==> src/rtcw_defs.vh <==
// Purpose: shared constants of the rtc alarm/watchdog/irq block
// Assumes: register index = printed offset, byte address = 4 * index
// Notes: times are in ms, cycle counts derive from the clock rate
`ifndef RTCW_DEFS_VH
`define RTCW_DEFS_VH
// register indices
`define RTCW_IDX_FLAGS 17'h1fff0
`define RTCW_IDX_ASEC  17'h1fff2
`define RTCW_IDX_AMIN  17'h1fff3
`define RTCW_IDX_AHOUR 17'h1fff4
`define RTCW_IDX_ADATE 17'h1fff5
`define RTCW_IDX_IRQ   17'h1fff6
`define RTCW_IDX_WDOG  17'h1fff7
// flags register bits
`define RTCW_F_WDF  7
`define RTCW_F_AF   6
`define RTCW_F_PF   5
`define RTCW_F_OSCILLATOR_FAILED_FLAG 4
`define RTCW_F_CAL  2
`define RTCW_F_W    1
`define RTCW_F_R    0
// irq config bits
`define RTCW_I_WIE 7
`define RTCW_I_AIE 6
`define RTCW_I_PFE 5
`define RTCW_I_HL  3
`define RTCW_I_PL  2
// watchdog control bits
`define RTCW_WD_STB  7
`define RTCW_WD_LOCK 6
// alarm match-select bit
`define RTCW_A_M 7
// reset values
`define RTCW_ALM_RST 8'h80
`define RTCW_IRQ_RST 8'h08
`define RTCW_WDT_RST 6'h00
// timing
`define RTCW_CLK_KHZ   25'd100000
`define RTCW_PULSE_MS  25'd200
`define RTCW_RECALL_MS 25'd20
// bus responses
`define RTCW_OKAY   2'b00
`define RTCW_SLVERR 2'b10
`endif

==> src/rtcw_top.v <==
// Purpose: alarm match, watchdog, power-fail and irq pin of the rtc
// Assumes: timekeeping inputs are synchronous to core_clk
// Notes: registers over axi4-lite, byte address = 4 * register index
`include "rtcw_defs.vh"

module rtcw_top #(
    parameter [24:0] PULSE_CYCLES  = `RTCW_PULSE_MS * `RTCW_CLK_KHZ,
    parameter [24:0] RECALL_CYCLES = `RTCW_RECALL_MS * `RTCW_CLK_KHZ
) (
    // clock, reset, enable
    input  wire        core_clk,
    input  wire        reset_n,
    input  wire        clk_en,
    // axi4-lite write
    input  wire [19:0] s_axi_awaddr,
    input  wire        s_axi_awvalid,
    output wire        s_axi_awready,
    input  wire [31:0] s_axi_wdata,
    input  wire [3:0]  s_axi_wstrb,
    input  wire        s_axi_wvalid,
    output wire        s_axi_wready,
    output reg  [1:0]  s_axi_bresp,
    output reg         s_axi_bvalid,
    input  wire        s_axi_bready,
    // axi4-lite read
    input  wire [19:0] s_axi_araddr,
    input  wire        s_axi_arvalid,
    output wire        s_axi_arready,
    output reg  [31:0] s_axi_rdata,
    output reg  [1:0]  s_axi_rresp,
    output reg         s_axi_rvalid,
    input  wire        s_axi_rready,
    // timekeeping side
    input  wire        tk_sec_update,
    input  wire        tk_tick_32hz,
    input  wire        osc_running,
    input  wire        osc_failed_pu,
    input  wire [7:0]  tk_seconds,
    input  wire [7:0]  tk_minutes,
    input  wire [7:0]  tk_hours,
    input  wire [7:0]  tk_date,
    output wire        freeze_write,
    output wire        freeze_read,
    output wire        cal_out_en,
    // power monitor
    input  wire        vcc_ok_pin,
    output reg         store_req,
    output wire        backup_mode,
    // interrupt pin
    output reg         int_out,
    output reg         int_oe
);

    // power states, one-hot
    localparam [2:0] ST_RECALL = 3'b001;
    localparam [2:0] ST_RUN    = 3'b010;
    localparam [2:0] ST_BACKUP = 3'b100;

    // one-hot select of a mapped register, zero when unmapped
    function [7:0] reg_sel;
        input [19:0] a;
        reg   [16:0] ix;
        begin
            ix = a[18:2];
            reg_sel = 8'h00;
            if (a[1:0] == 2'b00 && a[19] == 1'b0) begin
                if (ix == `RTCW_IDX_FLAGS) reg_sel[0] = 1'b1;
                if (ix == `RTCW_IDX_ASEC)  reg_sel[2] = 1'b1;
                if (ix == `RTCW_IDX_AMIN)  reg_sel[3] = 1'b1;
                if (ix == `RTCW_IDX_AHOUR) reg_sel[4] = 1'b1;
                if (ix == `RTCW_IDX_ADATE) reg_sel[5] = 1'b1;
                if (ix == `RTCW_IDX_IRQ)   reg_sel[6] = 1'b1;
                if (ix == `RTCW_IDX_WDOG)  reg_sel[7] = 1'b1;
            end
        end
    endfunction

    // supply sync and power state
    reg        vcc_m_r;            // first sync stage
    reg        vcc_s_r;            // synchronised supply good
    reg [2:0]  pwr_st_r;           // power state
    reg [24:0] rec_cnt_r;          // recall delay counter
    // flags and control
    reg        wdf_r, af_r, pf_r, oscillator_failed_flag_r;
    reg        cal_r, w_r, r_r;
    reg        first_r;            // first cycle after release
    // interrupt config
    reg        wie_r, aie_r, pfe_r, hl_r, pl_r;
    // watchdog
    reg        wd_lock_r;          // timeout write lock
    reg [5:0]  wd_val_r;           // timeout value
    reg [5:0]  wd_cnt_r;           // down counter
    // alarm staging and active copies
    reg [7:0]  alm_stg_r [0:3];
    reg [7:0]  alm_act_r [0:3];
    // pulse generator
    reg        cond_d_r;           // source condition delayed
    reg [24:0] pls_cnt_r;          // pulse cycles left
    // bus holding
    reg        aw_hold_r, w_hold_r;
    reg [19:0] aw_addr_r;
    reg [31:0] w_data_r;
    reg        w_lane0_r;

    wire       run = (pwr_st_r == ST_RUN);
    assign backup_mode  = (pwr_st_r == ST_BACKUP);
    assign freeze_write = w_r;
    assign freeze_read  = r_r;
    assign cal_out_en   = cal_r;

    // bus handshakes
    assign s_axi_awready = ~aw_hold_r & ~s_axi_bvalid;
    assign s_axi_wready  = ~w_hold_r & ~s_axi_bvalid;
    assign s_axi_arready = ~s_axi_rvalid;
    wire ar_go = s_axi_arvalid & s_axi_arready;
    wire wr_go = aw_hold_r & w_hold_r & ~s_axi_bvalid;

    // decoded accesses, registers hidden outside normal run
    wire [7:0] wsel = reg_sel(aw_addr_r);
    wire [7:0] rsel = reg_sel(s_axi_araddr);
    wire       wr_en = wr_go & run & w_lane0_r;
    wire [7:0] wd = w_data_r[7:0];
    wire       wr_flags = wr_en & wsel[0];
    wire       wr_irq   = wr_en & wsel[6];
    wire       wr_wdog  = wr_en & wsel[7];
    wire       rd_flags = ar_go & run & rsel[0];

    // alarm match per field, done as a loop over four fields
    wire [7:0] cur [0:3];
    assign cur[0] = tk_seconds;
    assign cur[1] = tk_minutes;
    assign cur[2] = tk_hours;
    assign cur[3] = tk_date;
    wire [3:0] fld_ok;
    wire [3:0] fld_off;                             // match bit per field
    genvar g;
    generate
        for (g = 0; g < 4; g = g + 1) begin : g_match
            // match bit one drops the field from the compare
            assign fld_off[g] = alm_act_r[g][`RTCW_A_M];
            assign fld_ok[g] = fld_off[g] |
                (alm_act_r[g][6:0] == cur[g][6:0]);
        end
    endgenerate
    // every field dropped means the alarm is switched off
    wire alm_hit = tk_sec_update & (&fld_ok) & ~(&fld_off);

    // watchdog expiry on the tick that takes it to zero
    wire wd_tick = tk_tick_32hz & osc_running &
        (wd_val_r != 6'h00);
    wire wd_strb = wr_wdog & wd[`RTCW_WD_STB];
    wire wd_hit  = wd_tick & ~wr_wdog & (wd_cnt_r <= 6'h01);

    // power-fail detect, only a loss seen from normal run
    wire pf_hit = ~vcc_s_r & run;

    // supply synchroniser and power state machine
    always @(posedge core_clk or negedge reset_n) begin
        if (!reset_n) begin
            vcc_m_r   <= 1'b0;
            vcc_s_r   <= 1'b0;
            pwr_st_r  <= ST_RECALL;
            rec_cnt_r <= 25'h0000000;
            store_req <= 1'b0;
        end else if (clk_en) begin
            vcc_m_r   <= vcc_ok_pin;
            vcc_s_r   <= vcc_m_r;
            store_req <= 1'b0;
            case (pwr_st_r)
                ST_RECALL: begin
                    // hold off access for the recall time
                    // supply not yet good, recall delay starts over
                    if (!vcc_s_r) begin
                        rec_cnt_r <= 25'h0000000;
                    end else if (rec_cnt_r >= RECALL_CYCLES - 25'h1) begin
                        pwr_st_r <= ST_RUN;
                    end else begin
                        rec_cnt_r <= rec_cnt_r + 25'h1;
                    end
                end
                ST_RUN: begin
                    // supply loss starts store, go to backup
                    if (!vcc_s_r) begin
                        pwr_st_r  <= ST_BACKUP;
                        store_req <= 1'b1;
                    end
                end
                ST_BACKUP: begin
                    // supply back, restart the recall delay
                    if (vcc_s_r) begin
                        pwr_st_r  <= ST_RECALL;
                        rec_cnt_r <= 25'h0000000;
                    end
                end
                default: pwr_st_r <= ST_RECALL;
            endcase
        end
    end

    // flags register, set beats read clear
    always @(posedge core_clk or negedge reset_n) begin
        if (!reset_n) begin
            wdf_r   <= 1'b0;
            af_r    <= 1'b0;
            pf_r    <= 1'b0;
            oscillator_failed_flag_r  <= 1'b0;
            cal_r   <= 1'b0;
            w_r     <= 1'b0;
            r_r     <= 1'b0;
            first_r <= 1'b1;
        end else if (clk_en) begin
            first_r <= 1'b0;
            wdf_r <= (wdf_r & ~rd_flags) | wd_hit;
            af_r  <= (af_r & ~rd_flags) | alm_hit;
            pf_r  <= (pf_r & ~rd_flags) | pf_hit;
            // oscillator flag caught after release
            if (first_r)
                oscillator_failed_flag_r <= osc_failed_pu;
            else if (rd_flags)
                oscillator_failed_flag_r <= 1'b0;
            else if (wr_flags & w_r & ~wd[`RTCW_F_OSCILLATOR_FAILED_FLAG])
                oscillator_failed_flag_r <= 1'b0;
            // control bits are not flags, reads keep them
            if (wr_flags) begin
                cal_r <= wd[`RTCW_F_CAL];
                w_r   <= wd[`RTCW_F_W];
                r_r   <= wd[`RTCW_F_R];
            end
        end
    end

    // interrupt config register
    always @(posedge core_clk or negedge reset_n) begin
        if (!reset_n) begin
            wie_r <= 1'b0;
            aie_r <= 1'b0;
            pfe_r <= 1'b0;
            hl_r  <= 1'b1;
            pl_r  <= 1'b0;
        end else if (clk_en && wr_irq) begin
            wie_r <= wd[`RTCW_I_WIE];
            aie_r <= wd[`RTCW_I_AIE];
            pfe_r <= wd[`RTCW_I_PFE];
            hl_r  <= wd[`RTCW_I_HL];
            pl_r  <= wd[`RTCW_I_PL];
        end
    end

    // watchdog timeout, lock and down counter
    always @(posedge core_clk or negedge reset_n) begin
        if (!reset_n) begin
            wd_lock_r <= 1'b0;
            wd_val_r  <= `RTCW_WDT_RST;
            wd_cnt_r  <= `RTCW_WDT_RST;
        end else if (clk_en) begin
            if (wr_wdog) begin
                wd_lock_r <= wd[`RTCW_WD_LOCK];
                if (!wd[`RTCW_WD_LOCK]) begin
                    // new value also reloads the counter
                    wd_val_r <= wd[5:0];
                    wd_cnt_r <= wd[5:0];
                end else if (wd_strb) begin
                    wd_cnt_r <= wd_val_r;
                end
            end else if (wd_tick) begin
                // expiry reloads, count runs on
                if (wd_cnt_r <= 6'h01)
                    wd_cnt_r <= wd_val_r;
                else
                    wd_cnt_r <= wd_cnt_r - 6'h01;
            end
        end
    end

    // alarm staging, copied to active when freeze drops
    integer i;
    always @(posedge core_clk or negedge reset_n) begin
        if (!reset_n) begin
            for (i = 0; i < 4; i = i + 1) begin
                alm_stg_r[i] <= `RTCW_ALM_RST;
                alm_act_r[i] <= `RTCW_ALM_RST;
            end
        end else if (clk_en) begin
            for (i = 0; i < 4; i = i + 1) begin
                if (wr_en & w_r & wsel[i+2])
                    alm_stg_r[i] <= wd;
                if (w_r & wr_flags & ~wd[`RTCW_F_W])
                    alm_act_r[i] <= alm_stg_r[i];
            end
        end
    end

    // enabled sources, gated to normal supply
    wire cond = run & ((wdf_r & wie_r) |
                       (af_r & aie_r) |
                       (pf_r & pfe_r));
    wire active = pl_r ? (pls_cnt_r != 25'h0000000) : cond;

    // pulse generator, started on a new enabled source
    always @(posedge core_clk or negedge reset_n) begin
        if (!reset_n) begin
            cond_d_r  <= 1'b0;
            pls_cnt_r <= 25'h0000000;
        end else if (clk_en) begin
            cond_d_r <= cond;
            if (rd_flags || !run)
                pls_cnt_r <= 25'h0000000;
            else if (pl_r && cond && !cond_d_r)
                pls_cnt_r <= PULSE_CYCLES;
            else if (pls_cnt_r != 25'h0000000)
                pls_cnt_r <= pls_cnt_r - 25'h1;
        end
    end

    // pin driver, registered
    always @(posedge core_clk or negedge reset_n) begin
        if (!reset_n) begin
            int_out <= 1'b0;
            int_oe  <= 1'b0;
        end else if (clk_en) begin
            if (hl_r) begin
                // push-pull, only while above switchover
                int_out <= active & run;
                int_oe  <= run;
            end else begin
                // open drain, pull low while active
                int_out <= 1'b0;
                int_oe  <= active & run;
            end
        end
    end

    // read data mux
    reg [7:0] rd_byte;
    always @* begin
        rd_byte = 8'h00;
        if (rsel[0])
            rd_byte = {wdf_r, af_r, pf_r, oscillator_failed_flag_r, 1'b0, cal_r, w_r, r_r};
        if (rsel[2]) rd_byte = alm_stg_r[0];
        if (rsel[3]) rd_byte = alm_stg_r[1];
        if (rsel[4]) rd_byte = alm_stg_r[2];
        if (rsel[5]) rd_byte = alm_stg_r[3];
        if (rsel[6])
            rd_byte = {wie_r, aie_r, pfe_r, 1'b0, hl_r, pl_r, 2'b00};
        if (rsel[7])
            rd_byte = {1'b0, wd_lock_r, wd_val_r};
    end

    // write channels, taken in either order
    always @(posedge core_clk or negedge reset_n) begin
        if (!reset_n) begin
            aw_hold_r    <= 1'b0;
            w_hold_r     <= 1'b0;
            aw_addr_r    <= 20'h00000;
            w_data_r     <= 32'h00000000;
            w_lane0_r    <= 1'b0;
            s_axi_bvalid <= 1'b0;
            s_axi_bresp  <= `RTCW_OKAY;
        end else if (clk_en) begin
            if (s_axi_awvalid && s_axi_awready) begin
                aw_hold_r <= 1'b1;
                aw_addr_r <= s_axi_awaddr;
            end
            if (s_axi_wvalid && s_axi_wready) begin
                w_hold_r  <= 1'b1;
                w_data_r  <= s_axi_wdata;
                w_lane0_r <= s_axi_wstrb[0];
            end
            if (wr_go) begin
                // both halves held, answer the write
                aw_hold_r    <= 1'b0;
                w_hold_r     <= 1'b0;
                s_axi_bvalid <= 1'b1;
                s_axi_bresp  <= (run && wsel != 8'h00) ?
                                `RTCW_OKAY : `RTCW_SLVERR;
            end else if (s_axi_bvalid && s_axi_bready) begin
                s_axi_bvalid <= 1'b0;
            end
        end
    end

    // read channel, answer one cycle after address
    always @(posedge core_clk or negedge reset_n) begin
        if (!reset_n) begin
            s_axi_rvalid <= 1'b0;
            s_axi_rdata  <= 32'h00000000;
            s_axi_rresp  <= `RTCW_OKAY;
        end else if (clk_en) begin
            if (ar_go) begin
                s_axi_rvalid <= 1'b1;
                if (run && rsel != 8'h00) begin
                    s_axi_rdata <= {24'h000000, rd_byte};
                    s_axi_rresp <= `RTCW_OKAY;
                end else begin
                    // hidden or unmapped reads as zero
                    s_axi_rdata <= 32'h00000000;
                    s_axi_rresp <= `RTCW_SLVERR;
                end
            end else if (s_axi_rvalid && s_axi_rready) begin
                s_axi_rvalid <= 1'b0;
            end
        end
    end

endmodule // rtcw_top

==> config.mk <==
export PLATFORM = sky130hd
export DESIGN_NAME = rtcw_top
export DESIGN_NICKNAME = d
export VERILOG_FILES = /design/src/rtcw_top.v
export VERILOG_INCLUDE_DIRS = /design/src
export SDC_FILE = /design/constraint.sdc
export NUM_CORES = 1
export LEC_CHECK = 0
export ABC_AREA = 1
export BUFFER_PORTS_ARGS = -buffer_cell sky130_fd_sc_hd__buf_2
export CORE_UTILIZATION = 35
export CTS_CLUSTER_SIZE = 28
export DETAILED_ROUTE_END_ITERATION = 10
export GPL_TIMING_DRIVEN = 1
export PLACE_DENSITY = 0.63
export SLEW_MARGIN = 25
export SYNTH_ARGS = -nofsm -noshare
export SYNTH_HDL_FRONTEND = slang
export SYNTH_SLANG_ARGS = --single-unit
==> constraint.sdc <==
create_clock -name core_clk -period 2.18 [get_ports core_clk]
set_input_delay 0.436 -clock core_clk [delete_from_list [all_inputs] [get_ports core_clk]]
set_output_delay 0.436 -clock core_clk [all_outputs]
set_load 0.005 [all_outputs]
# [Yosys cells after proc, flatten, opt, wreduce, memory -nomap -nowiden]
# Cells that the tools add are included.
[classes] addsub=3 magnitude_cmp=2 n_eq_ne=27 n_mux=61 bitwise=58 reduce_logical=51
[ops] operator="17-bit equality test (second input constant)" n=14
[ops] operator="25-bit two-way mux" n=6
[ops] operator="8-bit two-way mux" n=8
[ops] operator="25-bit case mux with 2 select lines" n=1
[ops] operator="6-bit two-way mux" n=7
[ops] operator="1-bit AND" n=36
[ops] operator="2-bit AND reduction" n=17
[ops] operator="1-bit two-way mux" n=32
[ops] operator="7-bit equality test" n=4
[ops] operator="25-bit by 1-bit adder with 25-bit output (second input constant)" n=1
[ops] operator="25-bit by 21-bit greater-or-equal comparator with 1-bit output (second input constant)" n=1
[ops] operator="25-bit nonzero test" n=1
[ops] operator="25-bit by 1-bit subtractor with 25-bit output (second input constant)" n=1
[ops] operator="8-bit nonzero test" n=2
[ops] operator="1-bit NOT" n=13
[ops] operator="3-bit two-way mux" n=4
[ops] operator="4-bit AND reduction" n=3
[ops] operator="2-bit nonzero test" n=6
[ops] operator="1-bit logical AND" n=11
[ops] operator="1-bit OR" n=9
[ops] operator="3-bit case mux with 3 select lines" n=1
[ops] operator="6-bit by 1-bit <= comparator with 1-bit output (second input constant)" n=1
[ops] operator="2-bit != test (second input constant)" n=3
[ops] operator="3-bit AND reduction" n=2
[ops] operator="other kinds (14)" n=18
[totals] register_bits=218 in_bits=121 output_inout_bits=48 word_cells=245

# [Depth between registers and ports, before layout]
# Gate-level depths: netlist (run 1).
[logic_depth] depth_word=11 depth_mapped=15 mapped_depth_nobuf=14

# [Least setup slack after synthesis (run 1)]
# No wires, ideal clock.
[synth_timing] path_type="register to register" start="register pls_cnt_r[0]" end="register pls_cnt_r[16]" setup_time_ns=0.120 arrival_time_ns=1.745 required_ns=2.060 slack_ns=0.315 stages_incl_launch_ff=14 path_buffers=2 period_less_slack_ns=1.865 path_cell_list="dfrtp_1 > clkinv_1 > ha_1 > nand2_1 > nor2_1 > nand2_1 > inv_1 > nand4_1 > nor2_1 > a21oi_2 > buf_6 > buf_6 > nand3_1 > o21ai_2"
[synth_between] elab_chain_cells=4 elab_cells_between_ends=7 classes_between="1 x add/sub; 3 x mux; 3 x reduce/logical"
[synth_rtl] item="from (decl)" line="rtcw_top.v:98" rtl="reg [24:0] pls_cnt_r;"
[synth_rtl] item="from (signal assigned)" line="rtcw_top.v:311" rtl="pls_cnt_r <= pls_cnt_r - 25'h1;"
[synth_rtl] item="25-bit by 1-bit subtractor with 25-bit output" line="rtcw_top.v:311"
[synth_rtl] item="25-bit two-way mux" line="rtcw_top.v:310" rtl="else if (pls_cnt_r != 25'h0000000)"
[synth_rtl] item="25-bit two-way mux" line="rtcw_top.v:308" rtl="else if (pl_r && cond && !cond_d_r)"
[synth_rtl] item="25-bit two-way mux" line="rtcw_top.v:306" rtl="if (rd_flags || !run)"
# Several ways; a longest one is shown, not always the timed one. The select of a mux whose other input is x is not followed.
# A chain may end at the register's enable or synchronous reset.

# [Final worst setup path (run 1)]
[layout_timing] start="register pwr_st_r[0]" end="register pls_cnt_r[16]"
[layout_between] elab_chain_cells=6 elab_cells_between_ends=12 classes_between="1 x eq/ne; 2 x mux; 3 x bitwise; 6 x reduce/logical"
[layout_rtl] item="from (decl)" line="rtcw_top.v:81" rtl="reg [2:0] pwr_st_r;"
[layout_rtl] item="from (signal assigned)" line="rtcw_top.v:162" rtl="pwr_st_r <= ST_RECALL;"
[layout_rtl] item="from (signal assigned)" line="rtcw_top.v:176" rtl="pwr_st_r <= ST_RUN;"
[layout_rtl] item="from (signal assigned)" line="rtcw_top.v:184" rtl="pwr_st_r <= ST_BACKUP;"
[layout_rtl] item="3-bit by 2-bit equality test with 1-bit output *" line="rtcw_top.v:105" rtl="wire run = (pwr_st_r == ST_RUN);"
[layout_rtl] item="1-bit AND (on tied branches)" line="rtcw_top.v:126, rtcw_top.v:294"
[layout_rtl] item="1-bit AND / 1-bit logical AND (equally long branches)" line="rtcw_top.v:126, rtcw_top.v:308"
[layout_rtl] item="1-bit logical OR / 1-bit logical AND (equally long branches)" line="rtcw_top.v:306, rtcw_top.v:308"
[layout_rtl] item="3-bit nonzero test (no line) / 25-bit two-way mux (equally long branches)"
[layout_rtl] item="2-bit AND reduction (no line) / 25-bit two-way mux (equally long branches)"
# Every way passes the cells marked *; elsewhere a longest branch is shown, timed or not.

==> flow_summary.yaml, run 1 <==
placed_design:
  hpwl_um: 22200
  place_congestion: 0.925
  portBuffers: 111
  place_ws_ns: 0.107
min_path:
  hold_path_class: "in2reg"
  hold_depth: 3
  worstHoldStart: "s_axi_awaddr[13]"
routing:
  antenna_left: 0
  drt_iter0_markers: 748
  drt_pass1_iterations: 10
  drc_errors: 15
  wirelength_um: 29500
  viasPerCell: 4.88
  vias: 10083
  wl_per_cell_um: 14.3
timing:
  fin_skew_ns: 0.0152
  finalMaxSlewViolations: 0
  slew_headroom_pct: 62.1
  layout_worst_path_cycle_share_pct: 93.3
  fin_crit_ns: 2.03
  rsz0062_at_grt: "yes"
  finalHoldViolations: 0
  tightest_slew_ns: 0.563
  fmax_ghz: 0.491
  setup_viol: 0
  fin_ws_ns: 0.145
die:
  start_util_pct: 35.8
  floorplan.rows: 64
  core_sq_um: 30800
  ioPinCount: 169
  die_y_um: 180
  die_x_um: 180
  die_area_sq_um: 32200
pwr:
  irDropWorstVdd_uv: 601
  leakagePower_uw: 0.00648
  power-per-cell-area_nw_per_um2: 1020
worst_setup_path:
  crit_arrival_ns: 2.41
  path_class: "reg2reg"
  crit_path_max_fanout: 14
  r2r.worst_path.cells: 11
  startpoint: "pwr_st_r[0]$_DFFE_PN1P_"
  endpoint_kind: "flop"
  cp.required_ns: 2.55
  start_kind: "flop"
  r2r_start: "pwr_st_r[0]$_DFFE_PN1P_"
synthesis:
  yosysWarnings: 0
  synthCells: 1519
  synth-seq-cells: 192
  avgSynthCellArea_sq_um: 7.26
  synth.distinct_cells: 51
  synth_edf_count: 0
  yosys-top-cells-area: "dfrtp_1 (41%), nand2_1 (15%), inv_1 (6.5%)"
  ys.flop_type: "dfrtp_1"
  yosysTopAreaCell: "dfrtp_1"
  synth_top_area_share_pct: 41.0
  ys_async_sr_fraction_pct: 100
  yosysSeqAreaShare_pct: 43.7
  synth.cell_area_sq_um: 11000
global_routing:
  grt_max_degree: 65
  antenna_found_initial: 0
  grt_use_total_pct: 18.8
  grt_pass1_wl_um: 48600
  grt_pass1_vias: 9542
  gr-total-overflow: 0
cts:
  clk_pin_slew_worst_paths_ns: 0.07
  cts_root_buf: "clkbuf_16"
  clock_path_buffers: 2
  clk_latency_ns: 0.44
  cts_tree: "yes"
  cts.htree.levels: 4
  cts.sinks: 192
  cts_buffers: 17
layout:
  drive_gt1_share_pct: 15.3
  nets: 1783
  syn2layout_area_growth_pct: 16.8
  antennaDiodeCount: 0
  final_common_cell: "nand2_1"
  final_cell_mix: "nand2_1 (427), inv_1 (191), dfrtp_1 (179), nor2_1 (152)"
  post-route-util_pct: 41.8
run_status:
  status: "finished with violations"
  violations: "design-rule violations"
run:
  max_cap_violations: 0
==> worst max-delay path, cell delays in order, from the launching register on <==
cell	delay [ns]
dfstp_2	0.39
nor3_2	0.24
buf_4	0.18
nand2_1	0.06
clkinv_1	0.08
nand4_2	0.17
nand2_2	0.14
nor2_2	0.05
a21oi_2	0.21
buf_4	0.26
nand3_1	0.11
o21ai_2	0.07
==> routing by layer <==
layer  part of all wire, %  GRT usage [%]  vias to the layer above
li1                      -              -                     5084
met5                     0              0                        -
met2                    47           31.0                      260
met1                    46           24.9                     4690
met3                   4.6           3.10                       49
met4                   3.0           7.10                        0
==> cell usage after synthesis (2+ instances only) <==
cell type	instances
nand2_2	3
xnor2_1	27
a21oi_1	29
buf_1	2
xor2_1	20
nand3_2	2
nor3_1	32
buf_2	13
clkbuf_1	24
nor2_4	3
inv_1	191
clkinv_1	6
ha_1	4
inv_2	3
dfrtp_1	181
buf_6	3
nor2_1	155
nand3_1	110
o21bai_1	3
nor4_1	14
nor3_2	4
o211ai_1	5
o21a_1	3
mux2_2	2
dfstp_2	11
nand2_1	428
o21ai_2	6
nand4_2	4
or2_2	4
nand4_1	34
nand3b_1	4
buf_4	29
o21ai_0	108
a31oi_1	2
o21ai_1	32
nor2_2	3
==> report_power, final <==
part | switching [uW] | internal (uW)
combinational | 3450 | 1970
clock | 1530 | 1620
sequential | 483 | 4140
total | 5460 | 7730
==> cells by family (layout without fill, tap and decap cells) <==
family                   Yosys count  in the layout  synth area share, %
adder cells (fa/ha/maj)            4              4                0.454
flip-flops                       192            192                 43.7
AND/OR/NAND/NOR                  805            805                 31.7
other                              1             26               0.0340
buffers and inverters            272            399                 10.6
AO/OA/AOI/OAI                    196            196                 9.60
multiplexers                       2              2                0.204
XOR/XNOR                          47             47                 3.73
==> metrics by stage <==
stage | hold slack [ns] | area (sq um) | TNS, ns | power [uW] | std cells
after floorplan | 0.140 | 11100 | 0 | 8400 | 1544
after global placement | 0.415 | 12200 | 0 | 9860 | 2033
after detailed placement | 0.417 | 12200 | 0 | 9990 | 2033
after CTS | 0.176 | 12800 | 0 | 13200 | 2066
after global routing | 0.182 | 12900 | -0.178 | 14300 | 2067
final | 0.191 | 12900 | 0 | 13200 | 2067
==> final timing paths <==
kind,end,slack [ns]
max,pls_cnt_r[16]$_DFFE_PN0P_,0.15
min,aw_addr_r[13]$_DFFE_PN0P_,0.19
max reg2reg,pls_cnt_r[16]$_DFFE_PN0P_,0.15
min reg2reg,first_r$_DFFE_PN1P_,0.46
max in group asynchronous,hl_r$_DFFE_PN1P_,0.95
min in group asynchronous,alm_act_r[11]$_DFFE_PN0P_,0.49
==> area by class of cell <==
type,count,area (sq um)
clock buffer,18,429
clock inverter,14,149
fill,3157,17900
inverter,200,751
multi-input combinational,1080,5180
sequential,192,4820
tap,396,495
timing repair buffer,167,1060
==> state kept, by name, summed over array words and instances, names as in the netlist, 3 cells and up <==
signal and cells:
alm_act_r 32, alm_stg_r 32, pls_cnt_r 25, rec_cnt_r 25, aw_addr_r 20, s_axi_rdata 8
w_data_r 8, wd_cnt_r 6, wd_val_r 6, pwr_st_r 3
==> what timing repair did <==
action                                  4_1_cts  5_1_grt
setup buffers                                 0        1
endpoints found under the setup margin        0       81
hold buffers                                  1        0
gates resized for setup                       0       12
hold endpoints to repair                     41        0
(Power assumes the default switching activity.)
==> run 2: changes to the inputs <==
--- a/config.mk
+++ b/config.mk
@@ -17,3 +17,4 @@
 export SYNTH_ARGS = -nofsm -noshare
 export SYNTH_HDL_FRONTEND = slang
 export SYNTH_SLANG_ARGS = --single-unit
+export TNS_END_PERCENT = 30
==> constraint.sdc (replaced) <==
create_clock -name core_clk -period 2.35 [get_ports core_clk]
set_input_delay 0.47 -clock core_clk [delete_from_list [all_inputs] [get_ports core_clk]]
set_output_delay 0.47 -clock core_clk [all_outputs]
set_load 0.02 [all_outputs]
==> run 2 against run 1 <==
The run still ends with design-rule violations left. Worst setup slack better by 0.054 ns. Count of clock-buffer cells in the layout fell by 1. Critical path depth fell by 4. First-iteration DRC count rose by 14%. Die area is the same. Critical path type unchanged. Global-route usage decreased by 0.11 points. Final area down 0.88%. Largest cell class unchanged.
==> flow_summary.yaml, run 2 (same netlist as run 1, synthesis figures left out) <==
run_status:
  status: "finished with violations"
  violations: "design-rule violations"
timing:
  fmax_ghz: 0.465
  finalMaxSlewViolations: 0
  fin_skew_ns: 0.0169
  rsz0062_at_grt: "no"
  setup_viol: 0
  fin_ws_ns: 0.200
  layout_worst_path_cycle_share_pct: 91.5
  tightest_slew_ns: 0.604
  fin_crit_ns: 2.15
  tns_ns: 0
  slew_headroom_pct: 59.4
  finalHoldViolations: 0
worst_setup_path:
  r2r_start: "s_axi_bvalid$_DFFE_PN0P_"
  crit_chain: "nor3_4 -> inv_1 -> nor2_2 -> nand3_2 -> nor2_4 -> nand2_1 -> o21ai_0"
  r2r.worst_path.cells: 7
  r2r_slack_ns: 0.20
  crit_family: "simple AND/OR/NAND/NOR gates"
  crit_path_max_fanout: 16
  start_kind: "flop"
  critPathMaxStageDelay_ns: 0.46
  crit_arrival_ns: 2.49
  endpoint_kind: "flop"
  crit_buf_inv: 1
  slowest_stage: "dfrtp_1"
  regToRegEndpoint: "alm_stg_r[26]$_DFFE_PN0P_"
  path_class: "reg2reg"
  cp.required_ns: 2.69
global_routing:
  grt_max_degree: 65
  grt_use_total_pct: 18.7
  gr-total-overflow: 0
  antenna_found_initial: 0
  grt_pass1_vias: 9418
  grt_pass1_wl_um: 48700
routing:
  antenna_left: 0
  viasPerCell: 4.87
  drc_errors: 15
  drt_iter0_markers: 855
  drt_pass1_iterations: 8
  wl_per_cell_um: 14.4
  wirelength_um: 29500
  vias: 9997
cts:
  cts.sinks: 192
  cts_buffers: 17
  post_cts_buffers: 0
  clk_pin_slew_worst_paths_ns: 0.08
  clock_path_buffers: 2
  clk_latency_ns: 0.44
  cts.htree.levels: 4
  cts_root_buf: "clkbuf_16"
  cts_tree: "yes"
placed_design:
  place_congestion: 0.922
  hpwl_um: 22100
  place_ws_ns: 0.190
  portBuffers: 111
  place_inst: 2018
min_path:
  hold_depth: 3
  hold_path_class: "in2reg"
  worstHoldStart: "s_axi_awaddr[13]"
  whs_endpoint: "aw_addr_r[13]$_DFFE_PN0P_"
die:
  floorplan.rows: 64
  die_area_sq_um: 32200
  die_x_um: 180
  die_y_um: 180
  ioPinCount: 169
  start_util_pct: 35.8
  core_sq_um: 30800
layout:
  nets: 1767
  final_cell_mix: "nand2_1 (427), inv_1 (191), dfrtp_1 (181), nor2_1 (155)"
  stdcell_count: 2051
  final_common_cell: "nand2_1"
  syn2layout_area_growth_pct: 15.7
  antennaDiodeCount: 0
  drive_gt1_share_pct: 14.1
  reg.largest.list: "alm_act_r x32, alm_stg_r x32"
run:
  max_cap_violations: 0
pwr:
  irDropWorstVdd_uv: 537
  power-per-cell-area_nw_per_um2: 960
  total_power_uw: 12300
  leakagePower_uw: 0.00642
==> run 2: per-layer routing <==
metal,part of all wire [%],vias to the layer above,track usage (%)
met3,4.0,30,2.49
met4,1.4,0,4.79
met1,46,4671,25.0
met2,49,256,31.9
li1,-,5040,-
met5,0,-,0
==> run 2: cell type report <==
type	instances	area (sq um)
inverters	200	751
clock buffers	17	425
flip-flops and latches	192	4820
clock inverters	15	186
well taps	396	495
multi-input cells	1080	5160
repair buffers	151	933
fillers	3237	18100
==> run 2: per-stage QoR <==
step / hold WS (ns) / utilization (%) / cell area [sq um]
after floorplan: 0.174 / - / 11100
after CTS: 0.212 / 41.3 / 12700
final: 0.222 / 41.4 / 12800
after detailed placement: 0.455 / 39.3 / 12100
after global placement: 0.452 / 39.3 / 12100
after global routing: 0.223 / 41.4 / 12800
==> run 2: worst max path at each step <==
stage,to,from,depth (start not counted),slack [ns]
detailed placement,alm_act_r[12]$_DFFE_PN0P_,s_axi_bvalid$_DFFE_PN0P_,9,0.19
global placement,alm_act_r[1]$_DFFE_PN0P_,s_axi_bvalid$_DFFE_PN0P_,9,0.22
floorplan,pls_cnt_r[16]$_DFFE_PN0P_,pls_cnt_r[0]$_DFFE_PN0P_,13,0.49
finish,alm_stg_r[26]$_DFFE_PN0P_,s_axi_bvalid$_DFFE_PN0P_,7,0.20
global route,alm_stg_r[26]$_DFFE_PN0P_,s_axi_bvalid$_DFFE_PN0P_,7,0.008
CTS,alm_act_r[12]$_DFFE_PN0P_,s_axi_bvalid$_DFFE_PN0P_,9,0.18
==> run 2: report_power, final <==
part	total (uW)	internal, uW	switching (uW)
combinational	4890	1700	3190
clock	3050	1540	1510
sequential	4310	3830	478
==> run 2: repair_timing <==
item,4_1_cts,5_1_grt
hold buffers,1,0
setup endpoints to repair,0,63
endpoints found under the hold margin,36,0
gates resized for setup,0,6
==> run 2: worst reg2reg max path, delay by kind of cell (launching register included) <==
family	cells	cell delay, ns
simple gates	5	1.19
flops	1	0.46
compound gates	1	0.33
buf+inv	1	0.08
==> run 3: changes to the inputs <==
--- a/config.mk
+++ b/config.mk
@@ -9,9 +9,10 @@
 export ABC_AREA = 1
 export BUFFER_PORTS_ARGS = -buffer_cell sky130_fd_sc_hd__buf_2
 export CORE_UTILIZATION = 35
+export CTS_BUF_LIST = sky130_fd_sc_hd__clkbuf_16
 export CTS_CLUSTER_SIZE = 28
 export DETAILED_ROUTE_END_ITERATION = 10
-export GPL_TIMING_DRIVEN = 1
+export GPL_TIMING_DRIVEN = 0
 export PLACE_DENSITY = 0.63
 export SLEW_MARGIN = 25
 export SYNTH_ARGS = -nofsm -noshare
==> run 3 against run 2 <==
The run still ends with design-rule violations left. Count of clock-buffer cells in the layout is the same. Sequential power is essentially flat. Critical path depth shrank 4. Core utilization up 0.18 points. Wire length up 3.2%. First-iteration DRC count fell by 9.5%. Final area grew 0.44%. Hold slack better by 0.00077 ns. Maximum frequency down 6.0%. Register-to-register slack lost 0.02 ns.
==> flow_summary.yaml, run 3 (same netlist as run 1, synthesis figures left out) <==
global_routing:
  gr-total-overflow: 0
  antenna_found_initial: 1
  grt_use_total_pct: 19.3
  grt_pass1_wl_um: 49900
  grt_pass1_vias: 9603
  grt_max_degree: 85
layout:
  drive_gt1_share_pct: 14.5
  antennaDiodeCount: 0
  area.sequential_sq_um: 4820
  syn2layout_area_growth_pct: 16.2
  nets: 1800
  multi_input_area_sq_um: 5160
  fillers: 3213
  final_cell_mix: "nand2_1 (427), inv_1 (192), dfrtp_1 (180), nor2_1 (153), buf_2 (123)"
  final_common_cell: "nand2_1"
  reg.largest.list: "alm_act_r x32, alm_stg_r x32"
timing:
  tns_ns: 0
  slew_headroom_pct: 59.1
  layout_worst_path_cycle_share_pct: 97.3
  fin_crit_ns: 2.29
  finalHoldViolations: 0
  setup_viol: 0
  fmax_ghz: 0.437
  finalMaxSlewViolations: 0
  tightest_slew_ns: 0.613
  fin_ws_ns: 0.0626
  fin_skew_ns: 0.0182
run:
  max_cap_violations: 0
worst_setup_path:
  startpoint: "pwr_st_r[1]$_DFFE_PN0P_"
  r2r_start: "pls_cnt_r[0]$_DFFE_PN0P_"
  endpoint_kind: "output port"
  crit_arrival_ns: 1.82
  path_class: "reg2out"
  cp.required_ns: 1.88
  start_kind: "flop"
  crit_path_max_fanout: 10
run_status:
  status: "finished with violations"
  violations: "design-rule violations"
cts:
  post_cts_buffers: 0
  cts.htree.levels: 4
  cts.sinks: 192
  clock_path_buffers: 2
  cts_root_buf: "clkbuf_16"
  clk_latency_ns: 0.44
  cts_tree: "yes"
  cts_buffers: 17
  clk_pin_slew_worst_paths_ns: 0.07
placed_design:
  place_congestion: 0.932
  portBuffers: 109
  place_ws_ns: -0.368
  hpwl_um: 23000
routing:
  drc_errors: 13
  wirelength_um: 30400
  vias: 10134
  antenna_left: 0
  drt_pass1_iterations: 11
  wl_per_cell_um: 14.6
  drt_iter0_markers: 774
  viasPerCell: 4.86
die:
  core_sq_um: 30800
  start_util_pct: 35.8
  floorplan.rows: 64
  ioPinCount: 169
  die_y_um: 180
  die_area_sq_um: 32200
  die_x_um: 180
pwr:
  irDropWorstVdd_uv: 624
  leakagePower_uw: 0.00646
  power-per-cell-area_nw_per_um2: 940
min_path:
  worstHoldStart: "s_axi_awaddr[14]"
  hold_path_class: "in2reg"
-- run 3: cell count changes in the layout (fill, tap and decap cells not counted), sizes merged --
cell / previous run / this run
buf: 149 / 160
bufinv: 1 / 0
clkbuf: 18 / 40
clkinv: 10 / 14
clkinvlp: 1 / 0
inv: 203 / 201
-- run 3: final timing paths --
kind,to,slack (ns),cells past startpoint
min in group asynchronous,alm_act_r[5]$_DFFE_PN0P_,0.48,2
worst max register to register,pls_cnt_r[16]$_DFFE_PN0P_,0.18,13
worst max-delay path,backup_mode,0.06,3
max in group asynchronous,pwr_st_r[0]$_DFFE_PN1P_,0.76,4
worst min-delay path,aw_addr_r[14]$_DFFE_PN0P_,0.22,3
worst min register to register,first_r$_DFFE_PN1P_,0.47,2
-- run 3: cell type report --
cell class | count | area share, %
inverters | 200 | 5.85
flip-flops and latches | 192 | 37.6
multi-input cells | 1080 | 40.2
plain buffers | 72 | 3.30
well taps | 396 | 3.86
repair buffers | 112 | 4.84
clock buffers | 17 | 3.32
clock inverters | 15 | 1.00
-- run 3: critical path, stage by stage, from the launching register on --
cell and delay (ns):
dfrtp_1 0.42, nor3_4 0.42, buf_2 0.33, buf_2 0.21
-- run 3: metrics by stage --
stage	area [sq um]	cells	util (%)	hold slack, ns	total power (uW)
global route	12800	2084	41.6	0.224	13000
global placement	12200	2049	39.5	0.452	9050
finish	12800	2084	41.6	0.223	12100
detailed placement	12200	2051	39.7	0.352	9190
CTS	12800	2084	41.5	0.211	12000
floorplan	11100	1544	-	0.174	7880
-- run 3: routing by layer --
metal	up-vias	track usage [%]	share of wire, %
met5	-	0	0.043
met4	2	5.48	1.9
met3	40	3.02	5.2
met2	286	32.1	47
met1	4691	25.9	45
li1	5115	-	-
-- run 3: report_power, final --
group / switching [uW] / total, uW / internal, uW
clock network: 1420 / 2810 / 1390
registers: 464 / 4300 / 3840
logic: 3300 / 4950 / 1650
-- run 3: timing repair --
item,CTS,global route
hold buffers,1,0
gates resized for setup,2,12
setup endpoints to repair,1,81
pin swaps,0,0
endpoints found under the hold margin,31,0
